**config.mk**
```make
export PLATFORM = sky130hd
export DESIGN_NAME = rcs_reset_cause
export DESIGN_NICKNAME = d
export VERILOG_FILES = /design/src/include/rcs_pkg.sv /design/src/design/rcs_delay_counter.sv /design/src/design/rcs_tick_gen.sv /design/src/design/rcs_reset_cause.sv
export SDC_FILE = /design/constraint.sdc
export NUM_CORES = 1
export LEC_CHECK = 0
export ABC_AREA = 1
export BUFFER_PORTS_ARGS = -buffer_cell sky130_fd_sc_hd__buf_4
export CAP_MARGIN = 10
export CORE_MARGIN = 2
export CORE_UTILIZATION = 64
export DETAILED_ROUTE_END_ITERATION = 8
export GPL_ROUTABILITY_DRIVEN = 0
export PLACE_DENSITY = 0.86
export REMOVE_ABC_BUFFERS = 1
export SETUP_SLACK_MARGIN = 0.4
export SYNTH_ARGS = -nofsm -noshare
export SYNTH_HDL_FRONTEND = slang
export SYNTH_SLANG_ARGS = --single-unit
```
**constraint.sdc**
```tcl
create_clock -name clk_i -period 5.6 [get_ports clk_i]
set_clock_uncertainty 0.15 [all_clocks]
set_input_delay 0 -clock clk_i [delete_from_list [all_inputs] [get_ports clk_i]]
set_output_delay 0 -clock clk_i [all_outputs]
set_load 0.02 [all_outputs]
```
**src/include/rcs_pkg.sv**
```systemverilog
// Package for the reset-cause status block: register offsets, field positions,
// reset values, timing counts and the shared carrier types.
// Assumes a 125 MHz system clock and an APB register bus with 32-bit data.
package rcs_pkg;

  // Register byte addresses on APB (index times four for the two indexed registers, as 03h is not word aligned).
  localparam logic [7:0]  IDX_CORE_STATUS   = 8'h03;
  localparam logic [7:0]  IDX_POWER_CONTROL = 8'h8e;
  localparam logic [11:0] ADDR_CORE_STATUS   = 12'h00c;
  localparam logic [11:0] ADDR_POWER_CONTROL = 12'h238;
  localparam logic [11:0] ADDR_CONFIG        = 12'h400;
  localparam logic [11:0] ADDR_IRQ_STATUS    = 12'h404;
  localparam logic [11:0] ADDR_IRQ_ENABLE    = 12'h408;
  localparam logic [11:0] ADDR_IRQ_CLEAR     = 12'h40c;
  localparam logic [11:0] ADDR_PC_LOW        = 12'h410;
  localparam logic [11:0] ADDR_PORT_LATCH    = 12'h414;
  localparam logic [11:0] ADDR_SERIAL_ADDR   = 12'h418;
  localparam logic [11:0] ADDR_SERIAL_CTRL   = 12'h41c;
  localparam logic [11:0] ADDR_WAKE_FLAGS    = 12'h420;

  // Power control fields.
  localparam int PC_BROWNOUT_BIT  = 0;
  localparam int PC_POWERON_BIT   = 1;
  localparam int PC_SOFT_BOR_BIT  = 4;
  localparam int PC_ULP_WAKE_BIT  = 5;
  localparam logic [7:0] PC_WRITE_MASK = 8'h33;

  // Core status fields.
  localparam int ST_POWERDOWN_BIT = 3;
  localparam int ST_TIMEOUT_BIT   = 4;
  localparam logic [7:0] ST_POR_VALUE = 8'h18;

  // Reset values.
  localparam logic [7:0] PCL_RESET_VALUE   = 8'h00;
  localparam logic [7:0] PCL_IRQ_VECTOR    = 8'h04;
  localparam logic [7:0] PORT_RESET_VALUE  = 8'h00;
  localparam logic [7:0] SSP_ADDR_RESET    = 8'h00;
  localparam logic [7:0] SSP_MASK_RESET    = 8'hff;
  localparam logic [3:0] SSP_MASK_MODE     = 4'h9;
  localparam logic [1:0] BOR_MODE_OFF      = 2'h0;
  localparam logic [1:0] BOR_MODE_SOFT     = 2'h1;

  // Timing: power-up timer and oscillator start-up counts.
  localparam int CLK_MHZ          = 125;
  localparam int PWRT_MS          = 64;
  localparam int LFOSC_HZ         = 31000;
  localparam int PWRT_LF_TICKS    = (PWRT_MS * LFOSC_HZ) / 1000;
  localparam int OST_OSC_PERIODS  = 1024;

  // Oscillator configuration.
  typedef enum logic [2:0] {
    RCS_OSC_RC, RCS_OSC_EXT, RCS_OSC_INTERNAL,
    RCS_OSC_CRYSTAL_STD, RCS_OSC_CRYSTAL_FAST, RCS_OSC_CRYSTAL_LOWPOWER
  } rcs_osc_e;

  // Reset and wake events, one-cycle pulses.
  typedef struct packed {
    logic poweron;
    logic brownout;
    logic master_clear;
    logic watchdog;
    logic irq_wake;
  } rcs_event_s;

  // Interrupt event bits.
  localparam int IRQ_W = 6;

endpackage : rcs_pkg

```
**src/design/rcs_delay_counter.sv**
```systemverilog
// Down-counter used for the power-up timer and the oscillator start-up count.
// Assumes its tick enable is a single-cycle pulse in the clk_i domain.
`timescale 1ns/1ns
module rcs_delay_counter import rcs_pkg::*; #(
  parameter int W = 16
) (
  input  wire logic         clk_i,
  input  wire logic         resetn_i,
  input  wire logic         ce_i,
  input  wire logic         load_i,
  input  wire logic [W-1:0] count_i,
  input  wire logic         tick_i,
  output logic              busy_o
);

  logic [W-1:0] remain;

  // Load wins over counting so a renewed reset restarts the delay.
  always_ff @(posedge clk_i or negedge resetn_i) begin
    if (!resetn_i) begin
      remain <= '0;
    end else if (ce_i) begin
      if (load_i) begin
        remain <= count_i;
      end else if (tick_i && remain != '0) begin
        remain <= remain - 1'b1;
      end
    end
  end

  assign busy_o = (remain != '0);

endmodule : rcs_delay_counter

```
**src/design/rcs_tick_gen.sv**
```systemverilog
// Tick divider: produces one-cycle pulses at a slower rate from clk_i.
// Used to model the low-frequency internal and crystal oscillator periods.
`timescale 1ns/1ns
module rcs_tick_gen import rcs_pkg::*; #(
  parameter int DIV = 4032
) (
  input  wire logic clk_i,
  input  wire logic resetn_i,
  input  wire logic ce_i,
  output logic      tick_o
);

  logic [15:0] cnt;

  // Counter wraps at DIV-1; the tick is registered so it is glitch free.
  always_ff @(posedge clk_i or negedge resetn_i) begin
    if (!resetn_i) begin
      cnt    <= '0;
      tick_o <= 1'b0;
    end else if (ce_i) begin
      tick_o <= (cnt == 16'(DIV - 1));
      cnt    <= (cnt == 16'(DIV - 1)) ? '0 : cnt + 16'h0001;
    end
  end

endmodule : rcs_tick_gen

```
**src/design/rcs_reset_cause.sv**
```systemverilog
// Reset-cause recorder: status and power control flags, start-up delay,
// program counter low byte, port latches and serial address/mask registers.
// Assumes synchronous event pulses, an APB master on clk_i, and ce_i gating.
//
// Decided for this implementation: the APB register port.
`timescale 1ns/1ns
module rcs_reset_cause import rcs_pkg::*; #(
  parameter int PWRT_LF_DIV  = (CLK_MHZ * 1000000) / LFOSC_HZ,
  parameter int OSC_DIV      = 4,
  parameter int PWRT_TICKS   = PWRT_LF_TICKS
) (
  input  wire logic        clk_i,
  input  wire logic        resetn_i,
  input  wire logic        ce_i,
  input  wire logic        psel_i,
  input  wire logic        penable_i,
  input  wire logic        pwrite_i,
  input  wire logic [11:0] paddr_i,
  input  wire logic [31:0] pwdata_i,
  output logic      [31:0] prdata_o,
  output logic             pready_o,
  output logic             pslverr_o,
  input  wire rcs_event_s  event_i,
  input  wire logic        sleeping_i,
  input  wire logic        gie_i,
  input  wire rcs_osc_e    osc_mode_i,
  input  wire logic        timer1_osc_input_i,
  input  wire logic        powerup_timer_disable_i,
  input  wire logic [1:0]  brownout_enable_mode_i,
  output logic             core_reset_o,
  output logic             brownout_detect_en_o,
  output logic             irq_o
);

  // Register state.
  logic [7:0] core_status;
  logic [7:0] power_control_reg;
  logic [7:0] pc_low;
  logic [7:0] port_latch;
  logic [7:0] serial_addr;
  logic [7:0] serial_addr_mask_reg;
  logic [7:0] serial_port_control_reg;
  logic [1:0] wake_flags;
  logic [IRQ_W-1:0] irq_status;
  logic [IRQ_W-1:0] irq_enable;
  logic             ulp_cfg;

  // Startup state.
  typedef enum logic [1:0] {RCS_RUN, RCS_PWRT, RCS_OST} rcs_seq_e;
  rcs_seq_e   seq;
  logic       lf_tick;
  logic       osc_tick;
  logic       pwrt_load;
  logic       ost_load;
  logic       pwrt_busy;
  logic       ost_busy;
  logic       crystal_mode;
  logic       ost_needed;

  // APB decode.
  logic apb_access;
  logic apb_wr;
  logic apb_rd;

  assign apb_access = psel_i && penable_i && ce_i;
  assign apb_wr     = apb_access && pwrite_i;
  assign apb_rd     = apb_access && !pwrite_i;

  function automatic logic is_mapped(input logic [11:0] a);
    is_mapped = (a == ADDR_CORE_STATUS) || (a == ADDR_POWER_CONTROL) ||
                (a == ADDR_CONFIG) || (a == ADDR_IRQ_STATUS) ||
                (a == ADDR_IRQ_ENABLE) || (a == ADDR_IRQ_CLEAR) ||
                (a == ADDR_PC_LOW) || (a == ADDR_PORT_LATCH) ||
                (a == ADDR_SERIAL_ADDR) || (a == ADDR_SERIAL_CTRL) ||
                (a == ADDR_WAKE_FLAGS);
  endfunction : is_mapped

  function automatic logic wr_hit(input logic [11:0] a);
    wr_hit = apb_wr && (paddr_i == a);
  endfunction : wr_hit

  // Dividers for the 31 kHz oscillator and the crystal oscillator period.
  rcs_tick_gen #(.DIV(PWRT_LF_DIV)) u_lf_tick (
    .clk_i    (clk_i),
    .resetn_i (resetn_i),
    .ce_i     (ce_i),
    .tick_o   (lf_tick)
  );

  rcs_tick_gen #(.DIV(OSC_DIV)) u_osc_tick (
    .clk_i    (clk_i),
    .resetn_i (resetn_i),
    .ce_i     (ce_i),
    .tick_o   (osc_tick)
  );

  rcs_delay_counter #(.W(16)) u_pwrt (
    .clk_i    (clk_i),
    .resetn_i (resetn_i),
    .ce_i     (ce_i),
    .load_i   (pwrt_load),
    .count_i  (16'(PWRT_TICKS)),
    .tick_i   (lf_tick),
    .busy_o   (pwrt_busy)
  );

  rcs_delay_counter #(.W(16)) u_ost (
    .clk_i    (clk_i),
    .resetn_i (resetn_i),
    .ce_i     (ce_i),
    .load_i   (ost_load),
    .count_i  (16'(OST_OSC_PERIODS)),
    .tick_i   (osc_tick),
    .busy_o   (ost_busy)
  );

  // Crystal modes need the start-up count unless low-power crystal runs off
  // the timer1 input, where the oscillator is already stable.
  assign crystal_mode = (osc_mode_i == RCS_OSC_CRYSTAL_STD) ||
                        (osc_mode_i == RCS_OSC_CRYSTAL_FAST) ||
                        (osc_mode_i == RCS_OSC_CRYSTAL_LOWPOWER);
  assign ost_needed   = crystal_mode &&
                        !((osc_mode_i == RCS_OSC_CRYSTAL_LOWPOWER) && timer1_osc_input_i);

  // Timer loads: power-up timer only after power-on or brown-out reset.
  assign pwrt_load = (event_i.poweron || event_i.brownout) && !powerup_timer_disable_i;
  assign ost_load  = (seq == RCS_PWRT && !pwrt_busy && !pwrt_load && ost_needed) ||
                     ((event_i.poweron || event_i.brownout) && powerup_timer_disable_i &&
                      ost_needed) ||
                     (event_i.watchdog && sleeping_i && ost_needed) ||
                     (event_i.irq_wake && sleeping_i && ost_needed);

  // Start-up sequencer: power-up timer then oscillator start-up count.
  always_ff @(posedge clk_i or negedge resetn_i) begin
    if (!resetn_i) begin
      seq <= RCS_PWRT;
    end else if (ce_i) begin
      case (seq)
        RCS_RUN: begin
          if (pwrt_load) begin
            seq <= RCS_PWRT;
          end else if (ost_load) begin
            seq <= RCS_OST;
          end
        end
        RCS_PWRT: begin
          if (pwrt_load) begin
            seq <= RCS_PWRT;
          end else if (!pwrt_busy) begin
            seq <= ost_needed ? RCS_OST : RCS_RUN;
          end
        end
        RCS_OST: begin
          if (pwrt_load) begin
            seq <= RCS_PWRT;
          end else if (!ost_busy && !ost_load) begin
            seq <= RCS_RUN;
          end
        end
        default: seq <= RCS_RUN;
      endcase
    end
  end

  // Internal reset held while a delay runs; flags were set at the event.
  always_ff @(posedge clk_i or negedge resetn_i) begin
    if (!resetn_i) begin
      core_reset_o <= 1'b1;
    end else if (ce_i) begin
      core_reset_o <= (seq != RCS_RUN) || pwrt_load || ost_load;
    end
  end

  // Power control flags. Hardware events win over software writes. The
  // asynchronous reset stands for power-on: poweron flag 0, brownout 0.
  always_ff @(posedge clk_i or negedge resetn_i) begin
    if (!resetn_i) begin
      power_control_reg <= 8'h00;
    end else if (ce_i) begin
      if (wr_hit(ADDR_POWER_CONTROL)) begin
        power_control_reg <= pwdata_i[7:0] & PC_WRITE_MASK;
      end
      if (event_i.poweron) begin
        power_control_reg[PC_POWERON_BIT] <= 1'b0;
      end
      if (event_i.brownout && brownout_enable_mode_i != BOR_MODE_OFF) begin
        power_control_reg[PC_BROWNOUT_BIT] <= 1'b0;
      end
    end
  end

  // Brown-out detection enable: soft control only in mode 01.
  always_ff @(posedge clk_i or negedge resetn_i) begin
    if (!resetn_i) begin
      brownout_detect_en_o <= 1'b0;
    end else if (ce_i) begin
      case (brownout_enable_mode_i)
        BOR_MODE_OFF:  brownout_detect_en_o <= 1'b0;
        BOR_MODE_SOFT: brownout_detect_en_o <= power_control_reg[PC_SOFT_BOR_BIT];
        2'h2:          brownout_detect_en_o <= !sleeping_i;
        default:       brownout_detect_en_o <= 1'b1;
      endcase
    end
  end

  // Core status register: timeout and powerdown flags per reset kind; the
  // bank and top bits clear on any reset, arithmetic flags hold except on power-on, which clears them.
  always_ff @(posedge clk_i or negedge resetn_i) begin
    if (!resetn_i) begin
      core_status <= ST_POR_VALUE;
    end else if (ce_i) begin
      if (wr_hit(ADDR_CORE_STATUS)) begin
        core_status <= {pwdata_i[7:5], core_status[4:3], pwdata_i[2:0]};
      end
      if (event_i.poweron) begin
        core_status <= ST_POR_VALUE;
      end else if (event_i.brownout) begin
        core_status <= {3'h0, 2'h3, core_status[2:0]};
      end else if (event_i.watchdog && sleeping_i) begin
        core_status[ST_TIMEOUT_BIT]   <= 1'b0;
        core_status[ST_POWERDOWN_BIT] <= 1'b0;
      end else if (event_i.watchdog) begin
        core_status <= {3'h0, 1'b0, core_status[3:0]};
      end else if (event_i.master_clear && sleeping_i) begin
        core_status <= {3'h0, 1'b1, 1'b0, core_status[2:0]};
      end else if (event_i.master_clear) begin
        core_status <= {3'h0, core_status[4:0]};
      end
    end
  end

  // Program counter low byte and wake flags.
  always_ff @(posedge clk_i or negedge resetn_i) begin
    if (!resetn_i) begin
      pc_low     <= PCL_RESET_VALUE;
      wake_flags <= 2'h0;
    end else if (ce_i) begin
      if (wr_hit(ADDR_PC_LOW)) begin
        pc_low <= pwdata_i[7:0];
      end
      if (wr_hit(ADDR_WAKE_FLAGS)) begin
        wake_flags <= wake_flags & ~pwdata_i[1:0];
      end
      if (event_i.poweron || event_i.brownout || event_i.master_clear ||
          (event_i.watchdog && !sleeping_i)) begin
        pc_low <= PCL_RESET_VALUE;
      end else if (sleeping_i && (event_i.watchdog || event_i.irq_wake)) begin
        pc_low <= (event_i.irq_wake && gie_i) ? PCL_IRQ_VECTOR : pc_low + 8'h01;
        wake_flags <= (wr_hit(ADDR_WAKE_FLAGS) ? wake_flags & ~pwdata_i[1:0] : wake_flags) |
                      {event_i.irq_wake, event_i.watchdog};
      end
    end
  end

  // Port latches: held on power-on, cleared by other resets, kept on wake.
  always_ff @(posedge clk_i or negedge resetn_i) begin
    if (!resetn_i) begin
      port_latch <= PORT_RESET_VALUE;
    end else if (ce_i) begin
      if (wr_hit(ADDR_PORT_LATCH)) begin
        port_latch <= pwdata_i[7:0];
      end
      if (event_i.brownout || event_i.master_clear ||
          (event_i.watchdog && !sleeping_i)) begin
        port_latch <= PORT_RESET_VALUE;
      end
    end
  end

  // Serial address and mask share one offset; mode selects the target.
  always_ff @(posedge clk_i or negedge resetn_i) begin
    if (!resetn_i) begin
      serial_addr             <= SSP_ADDR_RESET;
      serial_addr_mask_reg    <= SSP_MASK_RESET;
      serial_port_control_reg <= 8'h00;
      ulp_cfg                 <= 1'b0;
    end else if (ce_i) begin
      if (wr_hit(ADDR_SERIAL_CTRL)) begin
        serial_port_control_reg <= pwdata_i[7:0];
      end
      if (wr_hit(ADDR_SERIAL_ADDR)) begin
        if (serial_port_control_reg[3:0] == SSP_MASK_MODE) begin
          serial_addr_mask_reg <= pwdata_i[7:0];
        end else begin
          serial_addr <= pwdata_i[7:0];
        end
      end
      if (wr_hit(ADDR_CONFIG)) begin
        ulp_cfg <= pwdata_i[0];
      end
      if (event_i.poweron || event_i.brownout || event_i.master_clear ||
          (event_i.watchdog && !sleeping_i)) begin
        serial_addr             <= SSP_ADDR_RESET;
        serial_addr_mask_reg    <= SSP_MASK_RESET;
        serial_port_control_reg <= 8'h00;
      end
    end
  end

  // Interrupt status: sticky events; set wins over write-one-to-clear.
  logic [IRQ_W-1:0] irq_events;
  assign irq_events = {event_i.irq_wake, event_i.watchdog && sleeping_i,
                       event_i.watchdog && !sleeping_i, event_i.master_clear,
                       event_i.brownout, event_i.poweron};

  always_ff @(posedge clk_i or negedge resetn_i) begin
    if (!resetn_i) begin
      irq_status <= '0;
      irq_enable <= '0;
      irq_o      <= 1'b0;
    end else if (ce_i) begin
      if (wr_hit(ADDR_IRQ_ENABLE)) begin
        irq_enable <= pwdata_i[IRQ_W-1:0];
      end
      irq_status <= (irq_status &
                     ~(wr_hit(ADDR_IRQ_CLEAR) ? pwdata_i[IRQ_W-1:0] : '0)) | irq_events;
      irq_o      <= |(irq_status & irq_enable);
    end
  end

  // APB read data and answer: zero wait states, error on unmapped address.
  always_ff @(posedge clk_i or negedge resetn_i) begin
    if (!resetn_i) begin
      prdata_o  <= '0;
      pready_o  <= 1'b0;
      pslverr_o <= 1'b0;
    end else if (ce_i) begin
      pready_o  <= psel_i && !pready_o && !penable_i;
      pslverr_o <= psel_i && !pready_o && !penable_i && !is_mapped(paddr_i);
      prdata_o  <= '0;
      if (psel_i && !penable_i && !pwrite_i) begin
        case (paddr_i)
          ADDR_CORE_STATUS:   prdata_o <= {24'h0, core_status};
          ADDR_POWER_CONTROL: prdata_o <= {24'h0, power_control_reg & PC_WRITE_MASK};
          ADDR_CONFIG:        prdata_o <= {31'h0, ulp_cfg};
          ADDR_IRQ_STATUS:    prdata_o <= {{(32-IRQ_W){1'b0}}, irq_status};
          ADDR_IRQ_ENABLE:    prdata_o <= {{(32-IRQ_W){1'b0}}, irq_enable};
          ADDR_PC_LOW:        prdata_o <= {24'h0, pc_low};
          ADDR_PORT_LATCH:    prdata_o <= {24'h0, port_latch};
          ADDR_SERIAL_ADDR:   prdata_o <= {24'h0, (serial_port_control_reg[3:0] ==
                                           SSP_MASK_MODE) ? serial_addr_mask_reg
                                           : serial_addr};
          ADDR_SERIAL_CTRL:   prdata_o <= {24'h0, serial_port_control_reg};
          ADDR_WAKE_FLAGS:    prdata_o <= {30'h0, wake_flags};
          default:            prdata_o <= '0;
        endcase
      end
    end
  end

endmodule : rcs_reset_cause

```
==> results of run 1 <==
[per-layer routing]
| metal | track usage, % | share of wire, % |
|---|---|---|
| met1 | 42.2 | 41 |
| met2 | 53.3 | 47 |
| met3 | 7.71 | 8.1 |
| met4 | 13.2 | 3.7 |
| met5 | 0 | 0 |
[stage by stage]
step / utilization (%) / hold slack, ps / setup slack (ps)
final: 77.2 / 15.3 / 2270
after global routing: 77.2 / 75.5 / 2100
after CTS: 77.2 / 3.65 / 2370
after detailed placement: 68.9 / -62.2 / 3310
after global placement: 68.9 / -57.4 / 3390
after floorplan: - / -446 / 3670
[kinds of logic (layout without fill, tap and decap cells)]
family | count (synthesis) | count (layout) | share of synthesized area [%]
other | 1 | 24 | 0.0428
adder cells (fa/ha/maj) | 5 | 5 | 0.714
buffers and inverters | 206 | 295 | 10.5
multiplexers | 1 | 1 | 0.128
XOR/XNOR | 27 | 27 | 2.70
flip-flops | 148 | 148 | 42.4
AO/OA/AOI/OAI | 183 | 183 | 12.9
AND/OR/NAND/NOR | 590 | 590 | 30.5
[critical path: stages]
cell and delay (ps):
dlygate4sd3_1 540, buf_4 160, nor2_4 150, dlygate4sd3_1 670, nand3_4 130, dlygate4sd3_1 600
inv_2 120, nand2_2 90, o21ai_0 200, nor2_1 70, nand3_1 100, nand3_1 80
dlygate4sd3_1 550, nand2_1 70
[power by group through the flow]
stage                     Combinational, W  Sequential (W)  Clock [W]
final                             0.000804         0.00140    0.00119
after global routing              0.000915         0.00142    0.00124
after CTS                         0.000797         0.00140    0.00119
after detailed placement          0.000760         0.00141          0
after global placement            0.000728         0.00140          0
after floorplan                   0.000564         0.00138          0
[layout by cell type (no fill, tap or decap), types with 3 or more instances in the layout]
cell,instances
a21oi_1,33
a22oi_1,3
buf_4,52
bufinv_16,3
clkbuf_16,17
clkinv_2,4
clkinvlp_4,4
conb_1,24
dfrtp_1,136
dfstp_2,12
dlygate4sd3_1,50
ha_1,5
inv_1,152
inv_2,5
nand2_1,271
nand2_2,7
nand2_4,4
nand3_1,91
nand3b_1,5
nand4_1,31
nor2_1,121
nor2_2,14
nor2_4,7
nor3_1,22
nor4_1,5
o211ai_1,3
o21ai_0,87
o21ai_1,4
o21ai_2,18
o22ai_1,6
o31ai_1,15
xor2_1,25
[area by class of cell]
cell class | instances | share of cell area [%]
multi-input cells | 830 | 41.0
flip-flops and latches | 148 | 36.2
repair buffers | 103 | 8.79
inverters | 160 | 5.89
clock buffers | 20 | 4.45
well taps | 176 | 2.15
clock inverters | 12 | 1.49
[worst max-delay path by stage]
stage,start,endpoint,slack (ps),depth (start not counted)
3_5_place_dp,ce_i,u_pwrt.remain[4],3310,8
5_1_grt,paddr_i[9],prdata_o[3],2100,14
4_1_cts,paddr_i[9],prdata_o[5],2370,14
3_3_place_gp,ce_i,u_pwrt.remain[4],3390,8
2_1_floorplan,u_pwrt.remain[0],u_pwrt.remain[4],3670,10
6_report,paddr_i[9],prdata_o[3],2270,14
[what timing repair did]
action | in CTS | in global routing
endpoints found under the hold margin | 167 | 0
buffers inserted | 0 | 0
endpoints found under the setup margin | 0 | 0
hold buffers | 50 | 0
==> results.md, run 1 <==
- Routed WL: 22.9 mm
- Hold crit path type: primary input to flip-flop
- Seq/Total Area, Yosys: around 42%
- Post-DP HPWL: 15.0 mm
- Router iterations before antenna repair: 7
- Worst Path Required: a little under 6000 ps
- RSZ-0062 raised after global routing: no
- Post-route cell area: 10300 sq um
- Post-cts gate resize count: 0
- Wirelength per Cell: 15.8 um
- Mapped Area: 8770 sq um
- Worst Hold Launch: timer1_osc_input_i
- Setup TNS: 0 ps
- Vias/cell: 5.75
- Crit share post-route: 59.4%
- Fmax: 301 MHz
- Placed insts: about 1400
- Worst hold path depth: 8
- Worst reg2reg path depth: 10
- DP Area: 9150 sq um
- Die Wd: 121 um
- Via count: between 8000 and 9000
- Kind of critical path: primary input to flip-flop
- DRC: 0
- Ranking of synthesized cells by area: dfrtp_1 39%, nand2_1 12%, inv_1 6.5%
- Core box area: between 10000 and 15000 sq um
- Shortest period the worst path allows: around 3300 ps
- Final #Nets: 1329
- Ys flop type: dfrtp_1
- Startpoint types: primary input
- Syn avg cell area: 7.55 sq um
- FFs w/ async S/R, synth: 100%
- Cell internal pwr: 0.00225 W
- Ys Warns: 0
- Root Buffer: clkbuf_16
- # setup viols final: 0
- FF/Latch Area: approximately 3700 sq um
- Final hold viol count: 0
- Clock Latency Late Sink: ~440 ps
- Largest net degree at the start of global routing: 81
- Multi-input gate area: 4210 sq um
- NetSw: 0.00114 W
- VDD IR max: 0.310 mV
- Crit path DAT: 3550 ps
- RR Startpoint: serial_port_control_reg[2]
- Leading area contributor after synthesis: dfrtp_1
- Bufs on Longest Clock Path: 2
- Port Buffers: 52
- Reg-to-reg slack, setup: 2850 ps
- Clock-pin slew on the worst setup and hold paths: 60 ps
- EDFF count, synth: 0
- Nature of the critical path endpoint: flip-flop
- ANT nets after route: 0
- CTS Buf Count: 17
- Clock Power Share: 35.0%
- CTS tree: yes
- Final Power: 0.00339 W
- Cell Rows: 42
- Starting density of the core: 65.9%
- Global-route wire length before repair: 37.6 mm
- Synth Register Bits: roughly 150
- Initial antenna violation count: 0
- Slew HR: 42.9%
- Sw frac: 33.6%
- Sequential share of power: 41.3%
- Worst r2r dst: prdata_o[5]
- Grt total ovfl: 0
- Fill count: 920
- Most frequent cell after synthesis: nand2_1
- Share of cells above drive strength 1: 13.3%
- DRT iter0 DRCs: 925
- Max-Cap Viols: 0
- CP max FO: 6
- Combinational Power Share: 23.7%
- Antenna diode count: 0
- Power density over cell area: 331 nW/um^2
- Top-level I/O count: 101
- Tot GR Track Use: between 30% and 40%
- Die height: 121 um
- Die area: roughly 15000 sq um
- Hold Path End: seq[1]
- Final std cells w/o fill: around 1400
- Area share of the largest cell type after synthesis: 38.8%
- CTS Sinks: 148
- Max Slew Vio Count: 0
- Vias in the first global route: ~7900
- Post-Synthesis Cells: 1161
- Post-synth top cells: 271 x nand2_1, 152 x inv_1, 136 x dfrtp_1
- Max H-tree Level: 4
- Netlist cell types: 53
- Least-Margin Pin Slew: 857 ps
- Synth-to-Final Area Change: 17.1%
- Outcome: finished clean
- Leak: 5.01 nW
Note: power is estimated with default switching activity, not from simulation.
==> run 2: changes to the inputs <==
- ABC_AREA: 1 -> 0
- CORE_UTILIZATION: 64 -> 58
- PLACE_DENSITY: 0.86 -> 0.8
- clock period: 5.6 -> 3.4 ns (I/O delays scaled with it)
==> results.md, run 2 <==
- Setup WS post-layout: 409 ps (-1860 ps)
- Synth-to-Final Area Change: 19.3%
- Share of cells above drive strength 1: 15.6% (+2.4 points)
- Worst Hold Launch: paddr_i[2]
- Mapped Area: 7930 sq um (-9.6%)
- Final Power: 0.00467 W (+38%)
- Post-route cell area: 9460 sq um (-7.8%)
- Synth Register Bits: 148 (unchanged)
- RSZ-0062 raised after global routing: yes
- Nature of the critical path endpoint: flip-flop
- Max-Cap Viols: 0 (unchanged)
- NetSw: 0.00127 W (+11%)
- Starting density of the core: 59.6% (-6.3 points)
- CP max FO: 7 (+1)
- Worst Path Required: 3600 ps (-2220 ps)
- Post-Place Setup Slack: 431 ps (-2880 ps)
- FFs w/ async S/R, synth: 100% (unchanged)
- Cell Rows: 42 (unchanged)
- Hold Path End: ulp_cfg
- Die height: 121 um (-0.10%)
- Vias/cell: 6.14 (+6.9%)
- Ys flop type: dfrtp_1
- Worst hold path depth: 4 (-4)
- Worst reg2reg path depth: 8 (-2)
- Netlist cell types: 74 (+40%)
- Leading area contributor after synthesis: dfrtp_1
- Fill count: 983 (+6.8%)
- Core box area: 13300 sq um (unchanged)
- Syn avg cell area: 9.43 sq um (+25%)
- Sequential share of power: 44.3% (+3.0 points)
- Global-route wire length before repair: 33.6 mm (-11%)
- Startpoint types: primary input
- Final hold viol count: 0 (unchanged)
- Final #Nets: 1002 (-25%)
- Antenna diode count: 0 (unchanged)
- Via count: 6892 (-17%)
- Ranking of synthesized cells by area: dfrtp_1 43%, nand2_1 5.4%, dfstp_2 4.0%
- Routed WL: 20.5 mm (-10%)
- Top-level I/O count: 101 (unchanged)
- Setup TNS: 0 ps (unchanged)
- Sw frac: 27.2% (-6.5 points)
- Most frequent cell after synthesis: dfrtp_1
- Router iterations before antenna repair: 6 (-1)
- Least-Margin Pin Slew: 859 ps (+2.26 ps)
- Crit share post-route: around 90%
- Seq/Total Area, Yosys: 46.9% (+4.5 points)
- Die area: 14600 sq um (-0.21%)
- Port Buffers: 52 (unchanged)
- Cell internal pwr: 0.00340 W (+51%)
- Power density over cell area: 493 nW/um^2 (+49%)
- Post-synth top cells: 136 x dfrtp_1, 113 x nand2_1, 69 x nor2_1
- Combinational Power Share: 14.4% (-9.3 points)
- Area share of the largest cell type after synthesis: 42.9% (+4.1 points)
- Fmax: 334 MHz
- Largest net degree at the start of global routing: 95 (+17%)
- Initial antenna violation count: 0 (unchanged)
- EDFF count, synth: 0 (unchanged)
- CTS Buf Count: 17 (unchanged)
- Clock-pin slew on the worst setup and hold paths: 60 ps (about the same)
- Commonest non-fill, non-tap cells in the layout: 136 x dfrtp_1, 113 x nand2_1, 69 x nor2_1
- Final core occ: 71.2% (-6.0 points)
- Wirelength per Cell: 18.3 um (+16%)
- Die Wd: 121 um (-0.10%)
- Slew HR: 42.7% (-0.15 points)
- Root Buffer: clkbuf_16
- Max H-tree Level: 4 (unchanged)
- Ys Warns: 0 (unchanged)
- ANT nets after route: 0 (unchanged)
- Worst r2r dst: u_ost.remain[15]
- Post-Synthesis Cells: 841 (-28%)
- CTS tree: yes
- # setup viols final: 0 (unchanged)
- Vias in the first global route: 6666 (-16%)
- Clock Latency Late Sink: 430 ps (about the same)
- DRC: 0 (unchanged)
- Clock Power Share: 41.3% (+6.3 points)
- Most common cell after layout, fill and taps aside: dfrtp_1
- Max Slew Vio Count: 0 (unchanged)
- DRT iter0 DRCs: 541 (-42%)
- Tot GR Track Use: 29.4% (-3.4 points)
- VDD IR max: 0.363 mV (+17%)
- Post-DP HPWL: 13.3 mm (-11%)
- DP Area: 8440 sq um (-7.8%)
- RR Startpoint: u_pwrt.remain[0]
- Crit path DAT: 3190 ps (-360 ps)
- Hold crit path type: primary input to flip-flop
- Grt total ovfl: 0 (unchanged)
- Kind of critical path: primary input to flip-flop
- Shortest period the worst path allows: between 2000 and 3000 ps
- Reg-to-reg slack, setup: 550 ps (-2300 ps)
- CTS Sinks: 148 (unchanged)
- Bufs on Longest Clock Path: 2 (unchanged)
- Outcome: finished clean
- Leak: 4.10 nW (-18%)
run 2: changes by cell type in the layout (fill, tap and decap cells not counted), sizes merged, moves of 18 or more:
| cell | delta |
|---|---|
| mux2i | +18 |
| nand3 | -65 |
| nor2 | -73 |
| inv | -146 |
| nand4 | -20 |
| o21ai | -61 |
| nand2 | -169 |
| xnor2 | +20 |
run 2: worst max path at each step:
stage / from / to / slack (ps) / cells past startpoint
after CTS: paddr_i[5] / core_status[7] / 410 / 9
after global placement: u_pwrt.remain[0] / u_ost.remain[2] / 480 / 8
final: paddr_i[5] / core_status[7] / 410 / 9
after detailed placement: u_pwrt.remain[0] / u_ost.remain[2] / 430 / 8
after floorplan: serial_port_control_reg[1] / prdata_o[5] / 350 / 6
after global routing: paddr_i[5] / core_status[7] / 320 / 9
run 2: what timing repair did:
item | CTS | global route
endpoints found under the setup margin | 1 | 6
pin swaps | 0 | 1
endpoints found under the hold margin | 189 | 0
gates resized for setup | 1 | 4
setup buffers | 0 | 1
hold buffers | 38 | 0
run 2: power groups by stage:
stage / logic, W / registers, W / clock network, W
2_1_floorplan: 0.000395 / 0.00205 / 0
3_3_place_gp: 0.000599 / 0.00208 / 0
3_5_place_dp: 0.000618 / 0.00208 / 0
4_1_cts: 0.000660 / 0.00206 / 0.00194
5_1_grt: 0.000740 / 0.00208 / 0.00202
6_report: 0.000672 / 0.00207 / 0.00193
run 2: stage by stage:
step	cells	hold slack, ps
CTS	1121	10.7
detailed placement	1051	-3.76
finish	1122	32.1
global placement	1051	-12.7
floorplan	808	-446
global route	1122	59.6
run 2: worst max-delay path, cell delays in order:
cell and delay [ps]:
dlygate4sd3_1 570, buf_4 170, or2_2 350, or3_1 380
nor3_4 350, dlygate4sd3_1 610, nand3_1 70, dlygate4sd3_1 570
a21oi_1 120
run 2: kinds of logic after synthesis:
family	after synthesis	synth area share [%]
other	1	0.0473
AOI/OAI and AO/OA	189	16.5
buffers and inverters	70	4.61
muxes	30	3.98
xor gates and xnor gates	43	4.75
and+or+nand+nor	355	22.4
DFF	148	46.9
adders and majority gates	5	0.789
run 2: cell type report:
type,instances,area (sq um),area share [%]
flip-flops and latches,148,3720,39.3
multi-input cells,646,3970,42.0
inverters,14,52.6,0.555
well taps,176,220,2.33
clock inverters,9,126,1.34
clock buffers,23,478,5.05
repair buffers,106,895,9.46
run 2: layer usage:
layer | track usage [%] | part of all wire [%] | vias to the layer above
met2 | 47.1 | 48 | 290
met5 | 0 | 0 | -
met1 | 39.1 | 43 | 3357
met4 | 11.1 | 2.5 | 0
li1 | - | - | 3196
met3 | 6.44 | 7.2 | 49
==> run 3: changes to the inputs <==
- CORE_UTILIZATION: 58 -> 35
- PLACE_DENSITY: 0.8 -> 0.53
==> results.md, run 3 (synthesized netlist as in run 2, its figures left out) <==
- Die Wd: 155 um (+28%)
- Via count: 6598 (-4.3%)
- Post-DP HPWL: 14.8 mm (+12%)
- RSZ-0062 raised after global routing: yes
- DP Area: 8570 sq um (+1.6%)
- Core box area: 22400 sq um (+69%)
- Max H-tree Level: 4 (unchanged)
- Fill count: 2213 (+130%)
- Worst Path Required: 3610 ps (about the same)
- Max-Cap Viols: 0 (unchanged)
- Leak: 4.09 nW (-0.39%)
- Outcome: finished clean
- Sw frac: 29.0% (+1.8 points)
- ANT nets after route: 0 (unchanged)
- Global-route wire length before repair: 35.1 mm (+4.6%)
- Sequential share of power: 44.0% (-0.3 points)
- Top-level I/O count: 101 (unchanged)
- Die height: 155 um (+28%)
- DRC: 0 (unchanged)
- CTS Sinks: 148 (unchanged)
- Crit path DAT: 3160 ps (-30 ps)
- Final #Nets: 999 (-0.30%)
- Setup WS post-layout: 444 ps (+35.6 ps)
- Antenna diode count: 0 (unchanged)
- Startpoint types: primary input
- Fmax: 338 MHz (+1.2%)
- Crit share post-route: 86.9% (-1.0 points)
- Router iterations before antenna repair: 4 (-2)
- Die area: 23900 sq um (+63%)
- Grt total ovfl: 0 (unchanged)
- Bufs on Longest Clock Path: 2 (unchanged)
- Post-route cell area: 9590 sq um (+1.3%)
- Share of cells above drive strength 1: 15.6% (-0.056 points)
- Least-Margin Pin Slew: 1170 ps (+309 ps)
- Final hold viol count: 0 (unchanged)
- Root Buffer: clkbuf_16
- Initial antenna violation count: 0 (unchanged)
- Cell internal pwr: 0.00331 W (-2.5%)
- Post-CTS setup buffer count: 0 (unchanged)
- NetSw: 0.00136 W (+6.9%)
- Setup TNS: 0 ps (unchanged)
- Routed WL: 21.5 mm (+4.8%)
- Largest net degree at the start of global routing: 98 (+3.2%)
- Shortest period the worst path allows: 2960 ps (-35.6 ps)
- Clock Power Share: 41.8% (+0.5 points)
- Combinational Power Share: 14.2% (-0.2 points)
- Port Buffers: 52 (unchanged)
- VDD IR max: 0.287 mV (-21%)
- Final core occ: 42.7% (-28 points)
- Synth-to-Final Area Change: 20.9%
- # setup viols final: 0 (unchanged)
- CTS Buf Count: 17 (unchanged)
- Clock-pin slew on the worst setup and hold paths: 70 ps (about the same)
- Slew HR: 21.0% (-22 points)
- DRT iter0 DRCs: 483 (-11%)
- Kind of critical path: primary input to flip-flop
- Vias in the first global route: 6379 (-4.3%)
- Commonest non-fill, non-tap cells in the layout: 136 x dfrtp_1, 113 x nand2_1, 69 x nor2_1
- Wirelength per Cell: 17.5 um (-4.2%)
- Cell Rows: 55 (+31%)
- Post-Place Setup Slack: 430 ps (-1.07 ps)
- Hold crit path type: primary input to flip-flop
- Power density over cell area: 487 nW/um^2 (-1.2%)
- CTS tree: yes
- Max Slew Vio Count: 0 (unchanged)
- Nature of the critical path endpoint: flip-flop
- Clock Latency Late Sink: 430 ps (about the same)
- Most common cell after layout, fill and taps aside: dfrtp_1
- CP max FO: 7 (unchanged)
- Starting density of the core: 35.3% (-24 points)
- Vias/cell: 5.37 (-13%)
- Tot GR Track Use: 18.7% (-11 points)
## run 3: power by group through the flow
stage	sequential [W]	clock, W	combinational, W
2_1_floorplan	0.00205	0	0.000395
3_3_place_gp	0.00208	0	0.000623
3_5_place_dp	0.00208	0	0.000630
4_1_cts	0.00205	0.00199	0.000664
5_1_grt	0.00208	0.00208	0.000743
6_report	0.00205	0.00195	0.000663
## run 3: area by class of cell
class	count	area, sq um	share of cell area, %
Clock buffer	18	439	4.58
Timing Repair Buffer	103	885	9.23
Multi-Input combinational cell	646	3970	41.4
Sequential cell	148	3720	38.8
Tap cell	285	357	3.72
Clock inverter	14	170	1.77
Inverter	14	52.6	0.548
## run 3: worst max-delay path, cell delays in order
cell	delay [ps]
dlygate4sd3_1	550
buf_4	160
or2_2	350
or3_1	380
nor3_4	310
dlygate4sd3_1	640
nand3_1	80
dlygate4sd3_1	570
a21oi_1	120
## run 3: path summary, 6_finish.rpt
kind	from	end	slack [ps]	depth (start not counted)
setup / recovery	paddr_i[5]	core_status[7]	440	9
hold / removal	psel_i	wake_flags[1]	30	6
setup reg to reg	u_pwrt.remain[0]	u_ost.remain[15]	630	8
hold reg to reg	power_control_reg[0]	power_control_reg[0]	330	2
max in group asynchronous	resetn_i	port_latch[1]	2190	3
min in group asynchronous	resetn_i	u_lf_tick.cnt[10]	80	2
## run 3: layer usage
layer	wire [um]	global-route usage [%]	share of wire, %	vias to the layer above
li1	-	-	-	3185
met1	10300	27.0	48	3219
met2	9900	28.9	46	174
met3	966	3.08	4.5	20
met4	309	5.51	1.4	0
met5	0	0	0	-
## run 3: timing repair
action / in CTS / in global routing
setup endpoints to repair: 0 / 11
resized for setup: 0 / 4
endpoints found under the hold margin: 179 / 0
hold buffers: 38 / 0
## run 3: stage by stage
stage	std cells	hold WS [ps]	power (W)
after floorplan	808	-446	0.00245
after global placement	1158	41.5	0.00271
after detailed placement	1158	39.5	0.00271
after CTS	1228	2.49	0.00471
after global routing	1228	73.0	0.00490
final	1228	29.2	0.00467
